File: config.mk
export PLATFORM = sky130hd
export DESIGN_NAME = tcu_timer
export DESIGN_NICKNAME = d
export VERILOG_FILES = /design/src/logic/tcu_pkg.sv /design/src/logic/tcu_timer.sv
export VERILOG_INCLUDE_DIRS = /design/src /design/src/logic
export SDC_FILE = /design/constraint.sdc
export NUM_CORES = 1
export LEC_CHECK = 0
export ABC_CLOCK_PERIOD_IN_PS = 2900
export BUFFER_PORTS_ARGS = -buffer_cell sky130_fd_sc_hd__buf_2
export CORE_MARGIN = 8
export CORE_UTILIZATION = 40
export CTS_CLUSTER_DIAMETER = 200
export DETAILED_ROUTE_END_ITERATION = 6
export PLACE_DENSITY = 0.72
export SLEW_MARGIN = 20
export SYNTH_ARGS = -nofsm -noshare
export SYNTH_HDL_FRONTEND = slang
export SYNTH_SLANG_ARGS = --single-unit
File: constraint.sdc
create_clock -name core_clk -period 2.9 [get_ports core_clk]
set_clock_uncertainty 0.2 [all_clocks]
set_input_delay 0 -clock core_clk [delete_from_list [all_inputs] [get_ports core_clk]]
set_output_delay 0 -clock core_clk [all_outputs]
set_load 0.03 [all_outputs]
File: src/logic/tcu_cfg.svh
// Register offsets, field positions, reset values and timing counts of the timer compare unit.
`ifndef TCU_CFG_SVH
`define TCU_CFG_SVH

// ****************************************************************
// Register byte offsets on the Avalon-MM slave.
// ****************************************************************
`define TCU_OFS_CONTROL 4'h0
`define TCU_OFS_COUNT   4'h4
`define TCU_OFS_COMPARE 4'h8
`define TCU_OFS_FLAG    4'hC
`define TCU_OFS_MASK    5'h10
`define TCU_OFS_FORCE   5'h14

// ****************************************************************
// Field positions in the control and flag registers.
// ****************************************************************
`define TCU_CTL_CS_LSB   0
`define TCU_CTL_WGM_LSB  3
`define TCU_CTL_COM_LSB  5
`define TCU_FLG_OVF_BIT  0
`define TCU_FLG_CMP_BIT  1

// ****************************************************************
// Values and reset values.
// ****************************************************************
`define TCU_BOTTOM       8'h00
`define TCU_MAX          8'hFF
`define TCU_RST_BYTE     8'h00

// ****************************************************************
// Prescaler terminal counts, one less than each divisor in system clock cycles.
// ****************************************************************
`define TCU_DIV_8        10'h007
`define TCU_DIV_64       10'h03F
`define TCU_DIV_256      10'h0FF
`define TCU_DIV_1024     10'h3FF

`endif

File: src/logic/tcu_pkg.sv
// Types shared by the timer compare unit.
package tcu_pkg;

    // Waveform modes; code 1 is not offered by this unit and behaves as normal.
    typedef enum logic [1:0] {
        TCU_WGM_NORMAL = 2'b00,
        TCU_WGM_RSVD   = 2'b01,
        TCU_WGM_CTC    = 2'b10,
        TCU_WGM_FPWM   = 2'b11
    } tcu_wgm_t;

    // Clock select codes.
    typedef enum logic [2:0] {
        TCU_CS_STOP  = 3'b000,
        TCU_CS_DIV1  = 3'b001,
        TCU_CS_DIV8  = 3'b010,
        TCU_CS_DIV64 = 3'b011,
        TCU_CS_D256  = 3'b100,
        TCU_CS_D1024 = 3'b101,
        TCU_CS_EXTF  = 3'b110,
        TCU_CS_EXTR  = 3'b111
    } tcu_cs_t;

    // Whole state of the unit.
    typedef struct packed {
        logic [2:0] clock_select_field;   // Tick source.
        tcu_wgm_t   waveform_mode_field;  // Count sequence.
        logic [1:0] output_action_field;  // Compare output action.
        logic [7:0] count_value;          // Counter.
        logic [7:0] compare_value;        // Active compare register.
        logic [7:0] compare_buf;          // Buffered compare value.
        logic       overflow_flag;        // Sticky overflow.
        logic       compare_flag;         // Sticky compare.
        logic [1:0] irq_mask;             // Interrupt mask bits.
        logic       compare_output;       // Compare output register.
        logic       block_match;          // Match suppression after a count write.
        logic [9:0] presc;                // Free running prescaler.
        logic       ext_s1;               // Pin synchroniser first stage.
        logic       ext_s2;               // Pin synchroniser second stage.
        logic       ext_s3;               // Edge detector history.
        logic [7:0] rdata;                // Read data.
        logic       ack;                  // Answer strobe.
    } tcu_state_t;

endpackage

File: src/logic/tcu_timer.sv
// Eight-bit timer/counter with one output compare channel and an Avalon-MM slave.
`timescale 1ns/1ps
`include "tcu_cfg.svh"

module tcu_timer (
    input  wire logic        core_clk,
    input  wire logic        resetn,
    input  wire logic [4:0]  avs_address,
    input  wire logic        avs_read,
    input  wire logic        avs_write,
    input  wire logic [31:0] avs_writedata,
    output logic      [31:0] avs_readdata,
    output logic             avs_waitrequest,
    input  wire logic        ext_count_pin,
    input  wire logic        global_irq_enable,
    input  wire logic        overflow_irq_ack,
    input  wire logic        compare_irq_ack,
    output logic             overflow_irq,
    output logic             compare_irq,
    output logic             compare_output
);

    // ****************************************************************
    // State registers.
    // ****************************************************************
    tcu_pkg::tcu_state_t st_q;   // Registered state.
    tcu_pkg::tcu_state_t st_d;   // Next state.

    // Combinational decode shared by the next-state logic and the checks.
    logic       tick;            // Timer tick this cycle.
    logic       buffered;        // Compare double buffering active.
    logic [7:0] top_val;         // Highest value of the sequence.
    logic       at_top;          // Counter at top.
    logic       at_bottom;       // Counter at bottom.
    logic       at_max;          // Counter at max.
    logic       match;           // Unblocked compare match.
    logic       wr_cnt;          // Bus write to the counter.
    logic       wr_en;           // Bus write taken in this cycle.
    logic       acc;             // Bus access this cycle.

    // ****************************************************************
    // Tick selection and decode.
    // ****************************************************************
    // The pin edge detector looks only at the second and third stages.
    always_comb begin
        unique case (tcu_pkg::tcu_cs_t'(st_q.clock_select_field))
            tcu_pkg::TCU_CS_STOP:  tick = 1'b0;
            tcu_pkg::TCU_CS_DIV1:  tick = 1'b1;
            tcu_pkg::TCU_CS_DIV8:  tick = (st_q.presc[2:0] == `TCU_DIV_8);
            tcu_pkg::TCU_CS_DIV64: tick = (st_q.presc[5:0] == `TCU_DIV_64);
            tcu_pkg::TCU_CS_D256:  tick = (st_q.presc[7:0] == `TCU_DIV_256);
            tcu_pkg::TCU_CS_D1024: tick = (st_q.presc == `TCU_DIV_1024);
            tcu_pkg::TCU_CS_EXTF:  tick = st_q.ext_s3 & ~st_q.ext_s2;
            tcu_pkg::TCU_CS_EXTR:  tick = ~st_q.ext_s3 & st_q.ext_s2;
        endcase
    end

    // Mode decode, extreme values and the comparator.
    always_comb begin
        buffered  = (st_q.waveform_mode_field == tcu_pkg::TCU_WGM_FPWM);
        top_val   = (st_q.waveform_mode_field == tcu_pkg::TCU_WGM_CTC)
                    ? st_q.compare_value : `TCU_MAX;
        at_top    = (st_q.count_value == top_val);
        at_bottom = (st_q.count_value == `TCU_BOTTOM);
        at_max    = (st_q.count_value == `TCU_MAX);
        match     = (st_q.count_value == st_q.compare_value) & ~st_q.block_match;
        acc       = avs_read | avs_write;
        // A write is taken only in its answer cycle, so a waited request acts once.
        wr_en     = avs_write & st_q.ack;
        wr_cnt    = wr_en & (avs_address == 5'(`TCU_OFS_COUNT));
    end

    // ****************************************************************
    // Next-state logic.
    // ****************************************************************
    // Every effect of a tick is qualified by tick, so a stopped timer
    // keeps its state while the bus still reaches every register.
    always_comb begin
        st_d = st_q;
        st_d.ack = 1'b0;
        st_d.presc = st_q.presc + 10'h001;
        st_d.ext_s1 = ext_count_pin;
        st_d.ext_s2 = st_q.ext_s1;
        st_d.ext_s3 = st_q.ext_s2;

        // Counting: wrap from top to bottom, otherwise increment.
        if (tick) begin
            if (at_top) begin
                st_d.count_value = `TCU_BOTTOM;
            end else begin
                st_d.count_value = st_q.count_value + 8'h01;
            end
            // The block lasts exactly one tick after a counter write.
            st_d.block_match = 1'b0;
            // Overflow when the counter passes max to bottom in every mode.
            if (at_max) begin
                st_d.overflow_flag = 1'b1;
            end
            // Match raises the flag at this following tick.
            if (match) begin
                st_d.compare_flag = 1'b1;
            end
            // Buffered compare value is taken over at top.
            if (buffered && at_top) begin
                st_d.compare_value = st_q.compare_buf;
            end
            // Waveform generator: match and top decide the output.
            unique case (st_q.waveform_mode_field)
                tcu_pkg::TCU_WGM_FPWM: begin
                    if (match && st_q.output_action_field[1]) begin
                        st_d.compare_output = st_q.output_action_field[0];
                    end else if (at_top && st_q.output_action_field[1]) begin
                        st_d.compare_output = ~st_q.output_action_field[0];
                    end
                end
                default: begin
                    if (match) begin
                        unique case (st_q.output_action_field)
                            2'b01:   st_d.compare_output = ~st_q.compare_output;
                            2'b10:   st_d.compare_output = 1'b0;
                            2'b11:   st_d.compare_output = 1'b1;
                            default: st_d.compare_output = st_q.compare_output;
                        endcase
                    end
                end
            endcase
        end

        // Interrupt service clears the flags, but a same-cycle set wins.
        if (overflow_irq_ack && !(tick && at_max)) begin
            st_d.overflow_flag = 1'b0;
        end
        if (compare_irq_ack && !(tick && match)) begin
            st_d.compare_flag = 1'b0;
        end

        // Bus writes; a counter write overrides count and clear.
        if (wr_en) begin
            unique case (avs_address)
                5'(`TCU_OFS_CONTROL): begin
                    st_d.clock_select_field  = avs_writedata[`TCU_CTL_CS_LSB +: 3];
                    st_d.waveform_mode_field =
                        tcu_pkg::tcu_wgm_t'(avs_writedata[`TCU_CTL_WGM_LSB +: 2]);
                    st_d.output_action_field = avs_writedata[`TCU_CTL_COM_LSB +: 2];
                    // The output register is left as it is.
                end
                5'(`TCU_OFS_COUNT): begin
                    st_d.count_value = avs_writedata[7:0];
                    st_d.block_match = 1'b1;
                end
                5'(`TCU_OFS_COMPARE): begin
                    if (buffered) begin
                        st_d.compare_buf = avs_writedata[7:0];
                    end else begin
                        st_d.compare_value = avs_writedata[7:0];
                        st_d.compare_buf   = avs_writedata[7:0];
                    end
                end
                5'(`TCU_OFS_FLAG): begin
                    if (avs_writedata[`TCU_FLG_OVF_BIT] && !(tick && at_max)) begin
                        st_d.overflow_flag = 1'b0;
                    end
                    if (avs_writedata[`TCU_FLG_CMP_BIT] && !(tick && match)) begin
                        st_d.compare_flag = 1'b0;
                    end
                end
                5'(`TCU_OFS_MASK): begin
                    st_d.irq_mask = avs_writedata[1:0];
                end
                5'(`TCU_OFS_FORCE): begin
                    // Forced match moves the output only; no flag, no clear.
                    if (avs_writedata[0] && !buffered) begin
                        unique case (st_q.output_action_field)
                            2'b01:   st_d.compare_output = ~st_q.compare_output;
                            2'b10:   st_d.compare_output = 1'b0;
                            2'b11:   st_d.compare_output = 1'b1;
                            default: st_d.compare_output = st_d.compare_output;
                        endcase
                    end
                end
                default: begin
                    st_d.ack = st_q.ack & 1'b0;
                end
            endcase
        end

        // Read data; unmapped addresses answer zero.
        unique case (avs_address)
            5'(`TCU_OFS_CONTROL): st_d.rdata = {1'b0, st_q.output_action_field,
                                                st_q.waveform_mode_field,
                                                st_q.clock_select_field};
            5'(`TCU_OFS_COUNT):   st_d.rdata = st_q.count_value;
            5'(`TCU_OFS_COMPARE): st_d.rdata = buffered ? st_q.compare_buf
                                                        : st_q.compare_value;
            5'(`TCU_OFS_FLAG):    st_d.rdata = {6'h00, st_q.compare_flag,
                                                st_q.overflow_flag};
            5'(`TCU_OFS_MASK):    st_d.rdata = {6'h00, st_q.irq_mask};
            default:              st_d.rdata = `TCU_RST_BYTE;
        endcase

        // One-cycle wait then answer; the write above was taken at the answer edge.
        st_d.ack = acc & ~st_q.ack;
    end

    // ****************************************************************
    // State register.
    // ****************************************************************
    always_ff @(posedge core_clk or negedge resetn) begin
        if (!resetn) begin
            st_q <= '0;
        end else begin
            st_q <= st_d;
        end
    end

    // ****************************************************************
    // Outputs.
    // ****************************************************************
    // Writes are committed only at the answer edge, guarded below.
    always_comb begin
        avs_waitrequest = acc & ~st_q.ack;
        avs_readdata    = {24'h000000, st_q.rdata};
        overflow_irq    = st_q.overflow_flag & st_q.irq_mask[0] & global_irq_enable;
        compare_irq     = st_q.compare_flag & st_q.irq_mask[1] & global_irq_enable;
        compare_output  = st_q.compare_output;
    end
endmodule
# Word-level counts from Yosys, hierarchy flattened
# Cells that the tools add are included.
# totals
output_inout_bits,36
register_bits,59
inputBits,45
wordCells,107
# op_classes
eq_ne,24
n_addsub,2
muxes,30
n_bitwise,16
n_reduce_logical,18
# op_table
operator,n
two-way mux 8 bit,6
case mux 8 bit (5 select lines),1
two-way mux 16 bit,2
two-way mux 30 bit,1
== test 8 bit,2
== test 8 bit (second input constant),2
== test 3 bit (second input constant),5
two-way mux 1 bit,13
adder 10 x 1 -> 10 bit (second input constant),1
== test 10 bit (second input constant),1
== test 5 x 4 -> 1 bit (second input constant),2
== test 5 bit (second input constant),2
logical AND 1 bit,10
bitwise AND 1 bit,9
adder 8 x 1 -> 8 bit (second input constant),1
== test 2 bit (second input constant),4
two-way mux 2 bit,4
case mux 1 bit (8 select lines),1
== test 3 x 2 -> 1 bit (second input constant),2
== test 6 bit (second input constant),1
NOT 1 bit,6
case mux 1 bit (3 select lines),2
AND reduction 2 bit,3
== test 5 x 3 -> 1 bit (second input constant),1
other kinds (6),8

# Logic depth before layout (Yosys ltp)
# logic_depth
word_depth,12
ltp_mapped,7
mapped_depth_nobuf,7

# Worst setup path after synthesis
# Ideal clock, no wire load.
# synth_path
kind,register to register
start,reg st_q[12] (netlist bit)
end,reg st_q[36] (netlist bit)
setup_ns,0.148
period_less_slack_ns,2.354
path_buffers,0
slack_ns,0.546
required_ns,2.552
stages_incl_launch_ff,8
arrival_time_ns,2.006
cell_sequence,dfrtp_1 -> ha_1 -> ha_1 -> a21oi_1 -> a311o_4 -> a211oi_4 -> mux2i_1 -> o21ai_1
# synth_rtl
element,line_no,text
"start, declared",tcu_timer.sv:26,tcu_pkg::tcu_state_t st_q;
"start signal, assigned",tcu_timer.sv:212,st_q <= st_d;

==> metrics.txt <==
Die X-Extent=109 µm; DR DRC count=0; first-pass iteration count of the detailed router=4; worst-path fanout max=4; Cells after Synth=346; sequential element share of the synthesized area=43.1%; WP data arrival=2.54 ns; DIE HEIGHT=109 µm; CP Data Required Time=2.90 ns; routability-driven placement congestion ratio=0.910; worst skew pair latency=0.33 ns; Synth top area share=43.1%; Power Density=612 nW/µm²; Initial Util=41.5%; Synth Register Bits=59; CTS Sinks=59; Yosys top cell by area=dfrtp_1; Clock transition at path regs=0.07 ns; pin count of the biggest net entering global routing=49; mapped cell area=3430 µm²; proportion of layout cells with a drive suffix above 1=20.7%; post-route total power=2.48 mW; Max Buffers Root-to-Sink=2; htree depth=3; Slew @ Worst Pin=0.636 ns; Synth-to-Final Area Change=18.2%; crit start category=flop; DP Worst Slack=0.338 ns; Max Fclk=394 MHz; port bufs=32; Core Rows=33; # IOs=81; Fill cells=797; hold slack=0.0316 ns; antenna violations before repair=0; Final ANT Viol Nets=0; # nets final=454; global-route wire length before repair=14100 µm; maximum vdd drop=243 µV; leak pwr=1.79 nW; vias in the first global route=2778; status=complete, no violations; DP Wirelength=6480 µm; Remaining Overflow, GRT=0; worst hold path class=in2async; Final Max Slew Viols=0; Hold Violations, Final=0; top cells by count, synth=dfrtp_1 (59), nand2_1 (38), buf_4 (32), mux2i_1 (18), mux2_2 (17); post-CTS setup buffer count=0; DR WL/cell=17.0 µm; via count=2740; # setup viols final=0; gr usage total=15.4%; Final period util=87.5%; cts bufs inserted=9; Synth area leaders=dfrtp_1 (43%), buf_4 (7.0%), mux2_2 (5.6%), mux2i_1 (5.3%), nand2_1 (4.2%); core area=8260 µm²; TritonCTS clock tree=built; WL final=8740 µm; FF-to-FF setup slack=0.36 ns; setup TNS=0 ns; Async SR Flop Fraction=100%; RSZ-0062 raised after global routing=false; Critical Path Sink Type=flop; most numerous cell in the Yosys netlist=dfrtp_1; Yosys Warn Count=0; Root Driver=clkbuf_8; EDFF count, synth=0; syn_area_per_cell=9.90 µm²; Antenna Cells=0; Setup WS post-layout=0.361 ns; max_slew headroom=57.2%; Tmin final=2.54 ns; First DRT Iteration DRCs=204; routed vias/inst=5.32; Die Area=11800 µm²; Synth Flop Type=dfrtp_1; unique cell type count in the Yosys netlist=55; Max-Cap Viols=0; WS Path Type=reg2reg
==> sequential cells by signal (all words and copies together), names as in the netlist <==
name / cells
st_d: 2
compare_output: 1
st_q: 48
avs_readdata: 8
==> worst paths after layout <==
path / from / to / depth (start not counted)
worst max-delay path: st_q[37] / st_q[51] / 6
worst min-delay path: resetn / st_d[9] / 2
worst max register to register: st_q[37] / st_q[51] / 6
worst min register to register: st_d[10] / st_d[9] / 0
max in group asynchronous: resetn / st_q[18] / 3
min in group core_clk: ext_count_pin / st_d[10] / 2
==> metal layers <==
metal	wire length (µm)	part of all wire, %	GRT usage (%)
met1	4000	46	20.4
met2	3850	44	23.4
met3	709	8.1	3.75
met4	182	2.1	6.74
met5	0	0	0
==> layout make-up <==
class                   count  area (µm²)  share of cell area (%)
repair buffers             65         463                    11.4
clock inverters             3        46.3                    1.14
clock buffers              12         165                    4.08
flip-flops and latches     59        1480                    36.5
well taps                 105         131                    3.25
inverters                   6        22.5                   0.556
multi-input cells         265        1740                    43.1
==> cell families after synthesis <==
| logic type | after synthesis | synth area share [%] |
|---|---|---|
| other cells | 1 | 0.109 |
| xor+xnor | 12 | 3.07 |
| compound gates | 67 | 13.8 |
| simple gates | 124 | 19.4 |
| mux | 35 | 10.8 |
| buf+inv | 45 | 8.55 |
| fa+ha+maj | 3 | 1.10 |
| flops | 59 | 43.1 |
==> report_power, final <==
| part | switching (mW) | internal (mW) |
|---|---|---|
| combinational | 0.334 | 0.246 |
| clock | 0.318 | 0.464 |
| sequential | 0.181 | 0.932 |
| total | 0.833 | 1.64 |
==> worst max-delay path, stage by stage (launching register included) <==
cell and delay [ns]:
dfrtp_1 0.42, nor2b_1 0.15, a2111o_1 0.47, o41ai_1 0.52
nand2_1 0.13, o21ai_0 0.36, o21ai_0 0.15
==> stage by stage <==
stage               area, µm²  util, %  cells
global route             4050     49.0    515
global placement         3620     43.9    479
detailed placement       3620     43.9    479
floorplan                3510        -    369
CTS                      4050     49.0    515
finish                   4050     49.0    515
==> placed cells by master (no fill, tap or decap), types with 6 or more instances in the layout <==
master,netlist,final
a21oi_1,15,15
and3_1,7,7
buf_2,3,31
buf_4,32,13
clkbuf_8,0,12
conb_1,1,24
dfrtp_1,59,59
dlygate4sd3_1,0,21
inv_1,6,6
mux2_2,17,17
mux2i_1,18,18
nand2_1,38,38
nand2b_1,13,13
nand3_1,12,12
nor2_1,14,14
o21ai_0,11,11
o21ai_1,10,10
xnor2_1,12,12
==> what timing repair did <==
item	CTS	global route
endpoints found under the hold margin	90	0
hold buffers	21	0
resized for setup	0	0
Note: power is estimated with default switching activity, not from simulation.
